### src/rpc_pkg.sv
// Purpose: constants and carrier types for the resolver phase counter
// Assumes: 200 MHz system clock, count clock enters as an asynchronous pin
// Notes: count clock edges are detected after a two-stage synchroniser
// Contract
// - count from one wave to another
// - advance once per 2.048 MHz cycle
// - start and stop on rising crossings
// - phase count never exceeds 2015, wraps zero
// - counter holds 2016 values
// - one count about 10.7 arc-minutes phase
// - fine scaling 5.35 arc-minutes shaft
// - coarse normal uses excitation reference start
// - backup mode counts between network phases
// - detector output high rising, low falling
// - monitor error low on lost amplitude
// - all error outputs go to sampler
// - 38 detector outputs, address selected
// - start suffix gates start, stop gates stop
// - latches ignore initial high level
`default_nettype none
package rpc_pkg;
  localparam int DETECTOR_COUNT = 38;
  localparam int SELECT_WIDTH = 6;
  localparam int COUNT_WIDTH = 11;
  localparam int MONITOR_COUNT = 19;
  localparam logic [COUNT_WIDTH-1:0] PHASE_COUNT_MAX = 11'h7DF;
  localparam logic [COUNT_WIDTH-1:0] COUNT_RESET = 11'h000;
  localparam int COUNT_CLOCK_KHZ = 2048;
  localparam int SYSTEM_CLOCK_KHZ = 200000;
  localparam int ARCMIN_PHASE_PER_LSB_X100 = 1070;
  localparam int ARCMIN_SHAFT_PER_LSB_X100 = 535;
  localparam logic [SELECT_WIDTH-1:0] SELECT_RESET = 6'h00;
  // clocks after reset before the pin synchroniser shows real levels
  localparam logic [1:0] SYNC_SETTLE = 2'h2;

  typedef enum logic [4:0] {
    RPC_IDLE = 5'b00001,
    RPC_ARM_START = 5'b00010,
    RPC_WAIT_START = 5'b00100,
    RPC_ARM_STOP = 5'b01000,
    RPC_DONE = 5'b10000
  } rpc_state_t;

  typedef struct packed {
    logic start;
    logic [SELECT_WIDTH-1:0] start_select;
    logic [SELECT_WIDTH-1:0] stop_select;
  } rpc_request_t;

  typedef struct packed {
    logic busy;
    logic done;
    logic [COUNT_WIDTH-1:0] count;
  } rpc_result_t;
endpackage : rpc_pkg
`default_nettype wire

### src/rpc_sync.sv
// Purpose: two-flip-flop synchroniser for a vector of pin levels
// Assumes: inputs asynchronous to clock_in
// Notes: only the second stage is visible
`default_nettype none
module rpc_sync #(
  parameter int WIDTH = 1
) (
  input wire logic clock_in,
  input wire logic reset_in,
  input wire logic [WIDTH-1:0] async_in,
  output logic [WIDTH-1:0] sync_out
);
  typedef struct packed {
    logic [WIDTH-1:0] first;
    logic [WIDTH-1:0] second;
  } rpc_sync_state_t;
  rpc_sync_state_t state;
  rpc_sync_state_t next_state;

  always_comb begin
    next_state.first = async_in;
    next_state.second = state.first;
  end

  always_ff @(posedge clock_in or posedge reset_in) begin
    if (reset_in) begin
      state <= '0;
    end else begin
      state <= next_state;
    end
  end

  assign sync_out = state.second;
endmodule : rpc_sync
`default_nettype wire

### src/rpc_counter.sv
// Purpose: resolver phase counter between two selected crossover outputs
// Assumes: detector square waves and count clock arrive as pins
// Notes: selects sampled when a start request is taken
`default_nettype none
module rpc_counter #(
  parameter int DETECTORS = rpc_pkg::DETECTOR_COUNT,
  parameter int MONITORS = rpc_pkg::MONITOR_COUNT
) (
  input wire logic clock_in,
  input wire logic reset_in,
  input wire logic count_clock_in,
  input wire logic [DETECTORS-1:0] crossover_detector_in,
  input wire logic [MONITORS-1:0] amplitude_monitor_buffer_in,
  input wire rpc_pkg::rpc_request_t request_in,
  output rpc_pkg::rpc_result_t result_out,
  output logic [MONITORS-1:0] crossover_error_signal_out
);
  import rpc_pkg::*;

  logic [DETECTORS+MONITORS:0] pins_sync;

  // synchronise detector, monitor and count clock pins
  rpc_sync #(
    .WIDTH(DETECTORS + MONITORS + 1)
  ) pin_sync (
    .clock_in(clock_in),
    .reset_in(reset_in),
    .async_in({count_clock_in, amplitude_monitor_buffer_in, crossover_detector_in}),
    .sync_out(pins_sync)
  );

  typedef struct packed {
    rpc_state_t fsm;
    logic [SELECT_WIDTH-1:0] start_sel;
    logic [SELECT_WIDTH-1:0] stop_sel;
    logic seen_low;
    logic clock_prev;
    logic [COUNT_WIDTH-1:0] count;
    logic busy;
    logic done;
    logic [MONITORS-1:0] errors;
    logic [1:0] settle;
  } rpc_core_t;

  rpc_core_t state;
  rpc_core_t next_state;

  function automatic logic [DETECTORS-1:0] decode(input logic [SELECT_WIDTH-1:0] sel);
    logic [DETECTORS-1:0] hot;
    hot = '0;
    for (int i = 0; i < DETECTORS; i++) begin
      if (int'(sel) == i) begin
        hot[i] = 1'b1;
      end
    end
    return hot;
  endfunction : decode

  logic [DETECTORS-1:0] waves;
  logic [DETECTORS-1:0] start_enable;
  logic [DETECTORS-1:0] stop_enable;
  wire logic [DETECTORS-1:0] start_gate;
  wire logic [DETECTORS-1:0] stop_gate;
  logic count_clock;
  logic start_level;
  logic stop_level;
  logic count_tick;

  always_comb begin
    waves = pins_sync[DETECTORS-1:0];
    count_clock = pins_sync[DETECTORS+MONITORS];
    start_enable = decode(state.start_sel);
    stop_enable = decode(state.stop_sel);
    count_tick = count_clock & ~state.clock_prev;
  end

  for (genvar g = 0; g < DETECTORS; g++) begin : gen_gate
    assign start_gate[g] = start_enable[g] & waves[g];
    assign stop_gate[g] = stop_enable[g] & waves[g];
  end

  // an address past the last detector enables no gate and reads low
  assign start_level = |start_gate;
  assign stop_level = |stop_gate;

  always_comb begin
    next_state = state;
    next_state.clock_prev = count_clock;
    // hold error lines high until the synchroniser shows real pin levels,
    // else its reset zeros would flag a false malfunction after reset
    if (state.settle != SYNC_SETTLE) begin
      next_state.settle = state.settle + 2'h1;
    end else begin
      next_state.errors = pins_sync[DETECTORS+MONITORS-1:DETECTORS];
    end
    unique case (state.fsm)
      RPC_IDLE, RPC_DONE: begin
        if (request_in.start) begin
          next_state.start_sel = request_in.start_select;
          next_state.stop_sel = request_in.stop_select;
          next_state.count = COUNT_RESET;
          next_state.seen_low = 1'b0;
          next_state.busy = 1'b1;
          next_state.done = 1'b0;
          next_state.fsm = RPC_ARM_START;
        end
      end
      RPC_ARM_START: begin
        next_state.fsm = RPC_WAIT_START;
      end
      RPC_WAIT_START: begin
        if (!start_level) begin
          next_state.seen_low = 1'b1;
        end else if (state.seen_low) begin
          next_state.seen_low = 1'b0;
          next_state.fsm = RPC_ARM_STOP;
        end
      end
      RPC_ARM_STOP: begin
        if (count_tick) begin
          next_state.count = state.count + 11'h001;
        end
        if (count_tick && state.count == PHASE_COUNT_MAX) begin
          next_state.count = COUNT_RESET;
        end
        if (!stop_level) begin
          next_state.seen_low = 1'b1;
        end else if (state.seen_low) begin
          next_state.count = state.count;
          next_state.busy = 1'b0;
          next_state.done = 1'b1;
          next_state.fsm = RPC_DONE;
        end
      end
      default: begin
        next_state.fsm = RPC_IDLE;
        next_state.busy = 1'b0;
      end
    endcase
  end

  always_ff @(posedge clock_in or posedge reset_in) begin
    if (reset_in) begin
      state.fsm <= RPC_IDLE;
      state.start_sel <= SELECT_RESET;
      state.stop_sel <= SELECT_RESET;
      state.seen_low <= 1'b0;
      state.clock_prev <= 1'b0;
      state.count <= COUNT_RESET;
      state.busy <= 1'b0;
      state.done <= 1'b0;
      state.errors <= '1;
      state.settle <= 2'h0;
    end else begin
      state <= next_state;
    end
  end

  assign result_out.busy = state.busy;
  assign result_out.done = state.done;
  assign result_out.count = state.count;
  assign crossover_error_signal_out = state.errors;
endmodule : rpc_counter
`default_nettype wire

### config.mk
export PLATFORM = sky130hd
export DESIGN_NAME = rpc_counter
export DESIGN_NICKNAME = d
export VERILOG_FILES = /design/src/rpc_pkg.sv /design/src/rpc_sync.sv /design/src/rpc_counter.sv
export SDC_FILE = /design/constraint.sdc
export NUM_CORES = 1
export LEC_CHECK = 0
export ABC_AREA = 1
export BUFFER_PORTS_ARGS = -buffer_cell sky130_fd_sc_hd__buf_2
export CAP_MARGIN = 40
export CORE_UTILIZATION = 55
export DETAILED_ROUTE_END_ITERATION = 10
export PLACE_DENSITY_LB_ADDON = 0.08
export SLEW_MARGIN = 10
export SYNTH_ARGS = -nofsm -noshare
export SYNTH_HDL_FRONTEND = slang
export SYNTH_SLANG_ARGS = --single-unit
### constraint.sdc
create_clock -name clock_in -period 10.4 [get_ports clock_in]
set_input_delay 0 -clock clock_in [delete_from_list [all_inputs] [get_ports clock_in]]
set_output_delay 0 -clock clock_in [all_outputs]
set_load 0.02 [all_outputs]
# Word level (Yosys, flattened, before mapping)

Cells that the tools add are included.

Muxes and demuxes: 93
$add $sub $neg: 2
Bitwise operators: 79
Equality and inequality tests: 88
Reductions and logical operators: 15

Operators with widths:

| operator                                       | number |
|---|---|
| == test 6 bit (second input constant)          | 44 |
| == test 6 x 5 -> 1 bit (second input constant) | 16 |
| two-way mux 1 bit                              | 78 |
| bitwise AND 1 bit                              | 77 |
| OR reduction 38 bit                            | 2 |
| == test 6 x 4 -> 1 bit (second input constant) | 8 |
| two-way mux 13 bit                             | 3 |
| == test 6 x 3 -> 1 bit (second input constant) | 4 |
| two-way mux 11 bit                             | 2 |
| one-hot mux 11 bit (2 select lines)            | 1 |
| two-way mux 5 bit                              | 4 |
| one-hot mux 5 bit (4 select lines)             | 1 |
| two-way mux 18 bit                             | 1 |
| inequality test 2 bit (second input constant)  | 7 |
| == test 6 x 2 -> 1 bit (second input constant) | 2 |
| logical NOT 6 bit                              | 2 |
| adder 11 x 1 -> 11 bit (second input constant) | 1 |
| == test 11 bit (second input constant)         | 1 |
| AND reduction 4 bit                            | 2 |
| one-hot mux 1 bit (3 select lines)             | 2 |
| AND reduction 3 bit                            | 2 |
| == test 5 x 1 -> 1 bit (second input constant) | 1 |
| == test 5 x 2 -> 1 bit (second input constant) | 1 |
| == test 5 x 3 -> 1 bit (second input constant) | 1 |
| other kinds (12)                               | 14 |

Register bits: 169
Output and inout port bits: 32

# Longest topological paths before layout

Gate-level depths: netlist (run 1).

Depth in word-level cells: 7
Gate-level depth with buffers: 14
Depth with buffers taken out: 13

# By module

A second synthesis (run 1) with hierarchy kept.

Cells, all modules: 617
Area, all modules: 6,486.2 um^2

Modules (own cells, without submodules):

| module      | area an instance (um^2) | sequential area each (um^2) | cells an instance | instances |
|---|---|---|---|---|
| rpc_counter | 3,579.7                 | 1,351.3                     | 500               | 1 |
| rpc_sync    | 2,906.5                 | 2,902.8                     | 117               | 1 |

# Least setup slack after synthesis (run 1)

OpenSTA, ideal clock, no wires.

Kind: reg2reg
From: reg state[52] (netlist name)
To: reg state, in the netlist result_out[6]
Stages on the path, launching flop included: 12
Arrival time: 1.582 ns
Library setup time: 0.117 ns
Setup slack: 8.701 ns
Cell sequence: dfrtp_1 > nor2_2 > nand2_1 > nor3_1 > nor2_1 > inv_1 > nand2_1 > inv_1 > nand2_1 > buf_6 > nand2_1 > nand2_1

Cells in the longest elaborated chain, start to end: 4
Elaborated cells on any way between the ends: 9
Those cells by class: eq/ne (5); mux (1); reduce/logical (3)

RTL lines:

| what                                                                  | line               | text |
|---|---|---|
| start, declared                                                       | rpc_counter.sv:45  | `rpc_core_t state;` |
| start signal, assigned                                                | rpc_counter.sv:155 | `state <= next_state;` |
| == test 5 x 1 -> 1 bit or == test 5 bit (tied branches)               | rpc_counter.sv:96  | `unique case (state.fsm)` |
| OR reduction 2 bit                                                    | rpc_counter.sv:96  |  |
| inequality test 2 bit (no line) or nonzero test 2 bit (tied branches) | --                 |  |
| AND reduction 3 bit (no line)                                         | --                 |  |

Parallel ways exist; a longest one is shown, timed or not.
A chain may end at the register's enable or synchronous reset.

# Final worst setup path (run 1)

From: reg state[41] (netlist name)
To: reg state, in the netlist result_out[3]

Cells in the longest elaborated chain, start to end: 6
Elaborated cells on any way between the ends: 119
Those cells by class: eq/ne (38); mux (40); bitwise (38); reduce/logical (3)

RTL lines:

| what                                                                                 | line              | text |
|---|---|---|
| == test 6 x 2 -> 1 bit, or another cell as far along                                 | rpc_counter.sv:52 | `if (int'(sel) == i) begin` |
| two-way mux 1 bit                                                                    | rpc_counter.sv:52 |  |
| bitwise AND 1 bit                                                                    | rpc_counter.sv:79 | `assign stop_gate[g] = stop_enable[g] & waves[g];` |
| OR reduction 38 bit *                                                                | rpc_counter.sv:84 | `assign stop_level = \|stop_gate;` |
| inequality test 3 bit (no line) or two-way mux 13 bit (tied branches)                | --                |  |
| AND reduction 3 bit (no line) or one-hot mux 11 bit (2 select lines) (tied branches) | --                |  |

Mark *: on every way between the ends. The rest lies on a longest branch, timed or not. The select of a mux whose other input is x is not followed.

==> flow_metrics.tcl, run 1 <==
set metrics [dict create \
    clock_latency_ps 430 \
    hold_end "pin_sync.next_state[55]" \
    cts_root_buf "clkbuf_16" \
    drv_cap 0 \
    hold_depth 2 \
    cts-hold-fix-buffers 72 \
    path_clk_slew_ps 70 \
    fp.dieH_um 110 \
    crit_path_start_kind "register" \
    start_util 0.566 \
    hold_viol_final 0 \
    rsz0062_at_grt "no" \
    fmax_ghz 0.438 \
    power_mw 1.80 \
    grt_max_degree 94 \
    syn_nets 691 \
    min_period_ps 2290 \
    grt_overflow 0 \
    port_buffers 104 \
    ys_types 30 \
    min_from "amplitude_monitor_buffer_in[17]" \
    clock_skew_ps 7.94 \
    status "complete, no violations" \
    design.core.area_sq_um 11400 \
    finalSetupViolCount 0 \
    synth.avg_cell_area_sq_um 10.5 \
    first_global_vias 4477 \
    vdd_drop_max_uv 195 \
    ys_seq_area_frac 0.659 \
    worst_slew_margin_rel 0.467 \
    antennaDiodeCount 0 \
    htree_levels 4 \
    antenna_found_initial 0 \
    setup_ws_ps 8110 \
    worst_pin_slew_ps 799 \
    die_w_um 110 \
    reg2reg_slack_ps 8110 \
    drcViolationCount 0 \
    syn_to_final_growth_pct 27.5 \
    synth-seq-cells 169 \
    yosysWarnings 0 \
    finalWirelength_um 13700 \
    post-place-ws_ps 8150 \
    cp_data_arrival_time_ps 2660 \
    worstRegToRegCells 11 \
    wire_per_inst_um 14.8 \
    cts.path.max_buffers 2 \
    cts_inserted_buffers 17 \
    required_ps 10780 \
    synth_area_sq_um 6460 \
    drtAntennaViolNets 0 \
    cts_tree "done" \
    path_max_fanout 16 \
    firstDrtPassIters 7 \
    setup_tns_ps 0 \
    hp-class "in2reg" \
    setup.worst_path.end_class "register" \
    cts_setup_buffers 0 \
    vias 4689 \
    netlist_instances 616 \
    nets 850 \
    timing.final.crit_share 0.220 \
    stdcell_area_sq_um 8230 \
    dieArea_sq_um 12200 \
    nFillCells 821 \
    final_layout_size_suffix_gt1_frac 0.244 \
    hpwl_um 9210 \
    grt_pass1_wl_um 21600 \
    grt_util_all_layers 0.245 \
    rows 39 \
    via_per_inst 5.04 \
    post_cts_resized 0 \
    drt-initial-drc-count 349 \
    p_leak_nw 4.06 \
    worst_r2r_startpoint "state[41]" \
    worstSetupPathType "reg2reg" \
    cts_sinks 169 \
    placed_area_sq_um 6930 \
    timing.rr.end "result_out[3]" \
    drv_slew 0 \
    io_pins 105 \
    p_per_area_nw_per_um2 219 \
    routabilityCongestion 0.925 \
]
## per-layer routing
layer	vias to the layer above	wire (um)	part of all wire	global-route usage
met5	-	0	0	0
met4	0	369	0.027	0.115
met3	29	896	0.065	0.0688
met2	164	6670	0.49	0.395
met1	2228	5810	0.42	0.306
li1	2268	-	-	-
## logic make-up (layout without fill, tap and decap cells)
group | Yosys count | after routing | synth area share
AO/OA/AOI/OAI | 26 | 26 | 0.0205
XOR/XNOR | 3 | 3 | 0.00407
adder cells (fa/ha/maj) | 2 | 2 | 0.00387
buffers and inverters | 81 | 253 | 0.0684
flip-flops | 169 | 169 | 0.659
multiplexers | 19 | 19 | 0.0331
AND/OR/NAND/NOR | 316 | 316 | 0.211
## synth_stat cells
master | number | area share
o21ai_0 | 18 | 0.014
a21oi_1 | 5 | 0.0039
dfstp_2 | 20 | 0.081
clkbuf_1 | 2 | 0.0012
nor3b_1 | 2 | 0.0023
dfrtp_1 | 149 | 0.58
inv_2 | 2 | 0.0012
buf_2 | 2 | 0.0015
buf_4 | 34 | 0.040
nand4_1 | 14 | 0.014
ha_1 | 2 | 0.0039
nor2_4 | 1 | 0.0017
nand3b_1 | 1 | 0.0012
nor4_1 | 1 | 0.00097
a31oi_1 | 2 | 0.0019
nand3_1 | 66 | 0.051
nor2_2 | 3 | 0.0029
nand2_2 | 2 | 0.0019
buf_6 | 1 | 0.0017
nand3_2 | 2 | 0.0031
xnor2_1 | 2 | 0.0027
o21ai_1 | 1 | 0.00077
xor2_1 | 1 | 0.0014
inv_1 | 38 | 0.022
mux2_2 | 19 | 0.033
nand2_1 | 147 | 0.085
buf_1 | 2 | 0.0012
nor3_2 | 1 | 0.0015
nor3_1 | 7 | 0.0054
nor2_1 | 69 | 0.040
## registers in the layout (all words and copies together) (netlist names)
signal,cells
result_out,13
crossover_error_signal_out,19
pin_sync.next_state,58
pin_sync.sync_out,58
state,21
## power by group
group	total (mW)	switching, mW	internal [mW]	leakage (nW)
clock	0.610	0.281	0.329	0.282
combinational	0.417	0.290	0.127	1.79
sequential	0.772	0.0487	0.724	1.99
## worst max-delay path, stage by stage (launching register included)
cell and delay, ps:
dfrtp_1 410, nor2_2 580, nand4_1 160, nand2_1 120, nor2_1 50, nand2_1 80, nor2_1 80, nand2_1 100
nand3_2 100, nand2_1 360, nand2_1 110, nand2_1 80
## through the flow
| step | util | cells | hold WS, ps |
|---|---|---|---|
| global route | 0.721 | 931 | 194 |
| finish | 0.721 | 931 | 205 |
| CTS | 0.721 | 931 | 188 |
| detailed placement | 0.607 | 827 | 109 |
| global placement | 0.602 | 823 | 108 |
| floorplan | - | 616 | 31.4 |
## layout make-up
cell class | count | area [sq um] | share of cell area
clock buffer | 19 | 453 | 0.0550
clock inverter | 13 | 130 | 0.0158
inverter | 40 | 155 | 0.0188
multi-input combinational | 366 | 1760 | 0.214
sequential | 169 | 4250 | 0.517
tap | 143 | 179 | 0.0217
timing repair buffer | 181 | 1300 | 0.158
## cells in the final DEF, fill, tap and decap left out, drive strengths merged
cell | synthesis | routed
a21oi | 5 | 5
a31oi | 2 | 2
buf | 39 | 109
clkbuf | 2 | 19
clkinv | 0 | 5
clkinvlp | 0 | 2
dfrtp | 149 | 149
dfstp | 20 | 20
dlygate4sd3 | 0 | 72
ha | 2 | 2
inv | 40 | 46
mux2 | 19 | 19
nand2 | 149 | 149
nand3 | 68 | 68
nand3b | 1 | 1
nand4 | 14 | 14
nor2 | 73 | 73
nor3 | 8 | 8
nor3b | 2 | 2
nor4 | 1 | 1
o21ai | 19 | 19
xnor2 | 2 | 2
xor2 | 1 | 1
## worst max path at each step
stage | from | endpoint | cells past startpoint | slack, ps
final | state[41] | result_out[3] | 11 | 8110
after global routing | pin_sync.sync_out[57] | result_out[9] | 9 | 7890
after global placement | state[36] | result_out[1] | 13 | 8170
after detailed placement | state[36] | result_out[3] | 13 | 8150
after CTS | state[36] | result_out[3] | 13 | 8140
after floorplan | reset_in | pin_sync.next_state[0] | 1 | 5860
(Power assumes the default switching activity.)
==> run 2: changes to the inputs <==
--- a/config.mk
+++ b/config.mk
@@ -8,7 +8,7 @@
 export ABC_AREA = 1
 export BUFFER_PORTS_ARGS = -buffer_cell sky130_fd_sc_hd__buf_2
 export CAP_MARGIN = 40
-export CORE_UTILIZATION = 55
+export CORE_UTILIZATION = 50
 export DETAILED_ROUTE_END_ITERATION = 10
 export PLACE_DENSITY_LB_ADDON = 0.08
 export SLEW_MARGIN = 10
==> constraint.sdc (replaced) <==
create_clock -name clock_in -period 1.9 [get_ports clock_in]
set_input_delay 0 -clock clock_in [delete_from_list [all_inputs] [get_ports clock_in]]
set_output_delay 0 -clock clock_in [all_outputs]
set_load 0.02 [all_outputs]
==> run 2 against run 1 <==
Clock power grew to 5.7 times the previous value; clock skew is 3.9 ps higher; flip-flop and latch count stayed put; critical path depth stayed put; hold slack worse by 8.6 ps; total power grew to 5.9 times the previous value; largest cell class unchanged; the run now ends with negative setup slack left; die area is 9.8% higher; global-route usage is 0.91 points lower; cell area is 4.2% higher; final cell count is 4.8% higher; setup slack worse by 8100 ps; non-clock buffer count is 15 higher.
==> flow_metrics.tcl, run 2 (synthesized netlist as in run 1, its figures left out) <==
set metrics [dict create \
    status "finished, violations left" \
    violations "negative setup slack" \
    clock_latency_ps 440 \
    timing.final.crit_share 1.01 \
    antenna_found_initial 0 \
    power_frac_seq 0.404 \
    cp_data_arrival_time_ps 2240 \
    worst_pin_slew_ps 491 \
    start_util 0.512 \
    setup.worst_path.end_class "register" \
    cts_tree "done" \
    rows 41 \
    multi_input_area_sq_um 1910 \
    placed_area_sq_um 7060 \
    antennaDiodeCount 0 \
    nets 866 \
    setup_ws_ps -16.4 \
    wire_per_inst_um 15.0 \
    first_global_vias 4700 \
    p_per_area_nw_per_um2 1230 \
    routabilityCongestion 0.886 \
    nFillCells 990 \
    fp.dieH_um 116 \
    path_max_fanout 5 \
    drtAntennaViolNets 0 \
    grt_overflow 0 \
    p_sw_frac 0.354 \
    required_ps 2230 \
    hp-class "in2reg" \
    clockPowerShare 0.328 \
    intPower_mw 6.83 \
    post-place-ws_ps -316 \
    final_layout_size_suffix_gt1_frac 0.303 \
    grt_max_degree 97 \
    drt-initial-drc-count 283 \
    htree_levels 4 \
    hold_depth 2 \
    final_cell_mix "145 x dfrtp_1, 135 x nand2_1, 104 x buf_2" \
    hpwl_um 9580 \
    finalSetupViolCount 2 \
    stdcell_area_sq_um 8580 \
    cts.path.max_buffers 2 \
    power_mw 10.6 \
    grt_util_all_layers 0.236 \
    drv_cap 0 \
    p_leak_nw 4.18 \
    drcViolationCount 0 \
    drv_slew 0 \
    die_w_um 116 \
    dieArea_sq_um 13400 \
    rsz0062_at_grt "yes" \
    via_per_inst 4.92 \
    grt_pass1_wl_um 23000 \
    port_buffers 104 \
    worst_slew_margin_rel 0.673 \
    clock_skew_ps 11.9 \
    vias 4806 \
    crit_path_start_kind "register" \
    syn_to_final_growth_pct 32.8 \
    cts_root_buf "clkbuf_16" \
    vdd_drop_max_uv 899 \
    cts_sinks 169 \
    reg2reg_slack_ps -20 \
    worstRegToRegCells 11 \
    final_common_cell "dfrtp_1" \
    worstSetupPathType "reg2reg" \
    min_period_ps 1920 \
    path_clk_slew_ps 70 \
    hold_viol_final 0 \
    fmax_ghz 0.522 \
    finalWirelength_um 14600 \
    combPwrFrac 0.268 \
    io_pins 105 \
    seqCellArea_sq_um 4260 \
    switching_power_mw 3.74 \
    cts_inserted_buffers 17 \
    design.core.area_sq_um 12600 \
    firstDrtPassIters 7 \
]
## run 2: layout make-up
| type | count | share of cell area |
|---|---|---|
| flip-flops and latches | 169 | 0.497 |
| multi-input cells | 367 | 0.223 |
| repair buffers | 196 | 0.167 |
| clock buffers | 17 | 0.0496 |
| well taps | 172 | 0.0251 |
| clock inverters | 15 | 0.0210 |
| inverters | 40 | 0.0182 |
## run 2: repair_timing
action	4_1_cts	5_1_grt
buffers inserted	1	2
hold buffers	72	0
pin swaps	4	5
gates cloned	0	1
resized for setup	25	25
setup endpoints to repair	18	18
hold endpoints to repair	237	0
## run 2: worst paths after layout
check | from | to
worst min-delay path | crossover_detector_in[0] | pin_sync.next_state[0]
worst max-delay path | state[39] | state[50]
min in group asynchronous | reset_in | pin_sync.sync_out[43]
worst max register to register | state[39] | state[50]
max in group asynchronous | reset_in | state[37]
worst min register to register | pin_sync.next_state[42] | pin_sync.sync_out[42]
## run 2: metrics by stage
| stage | hold WS, ps | utilization | instances | setup TNS, ps |
|---|---|---|---|---|
| 2_1_floorplan | 31.4 | - | 616 | -35520 |
| 4_1_cts | 187 | 0.672 | 973 | 0 |
| 5_1_grt | 181 | 0.680 | 976 | -1310 |
| 3_3_place_gp | 108 | 0.559 | 868 | -5220 |
| 6_report | 196 | 0.680 | 976 | -22.4 |
| 3_5_place_dp | 109 | 0.559 | 868 | -4630 |
## run 2: worst max-delay path: stages, from the launching register on
cell and delay, ps:
dfrtp_2 470, buf_4 170, nor2_4 190, nand3_1 100, nand2_1 80, nor2_1 50
a21oi_2 170, o21ai_2 120, nand3_4 130, nand4_1 180, nand2_1 110, nand2_1 50
## run 2: power groups by stage
stage	Combinational (mW)	Clock, mW	Sequential [mW]
floorplan	1.64	0	4.21
finish	2.84	3.46	4.27
global route	3.12	3.70	4.31
global placement	2.32	0	4.26
detailed placement	2.35	0	4.26
CTS	2.64	3.53	4.26
## run 2: layer usage
| layer | global-route usage | routed length (um) | up-vias |
|---|---|---|---|
| li1 | - | - | 2306 |
| met1 | 0.285 | 6240 | 2305 |
| met2 | 0.398 | 7270 | 164 |
| met3 | 0.0633 | 800 | 31 |
| met4 | 0.105 | 332 | 0 |
| met5 | 0 | 0 | - |
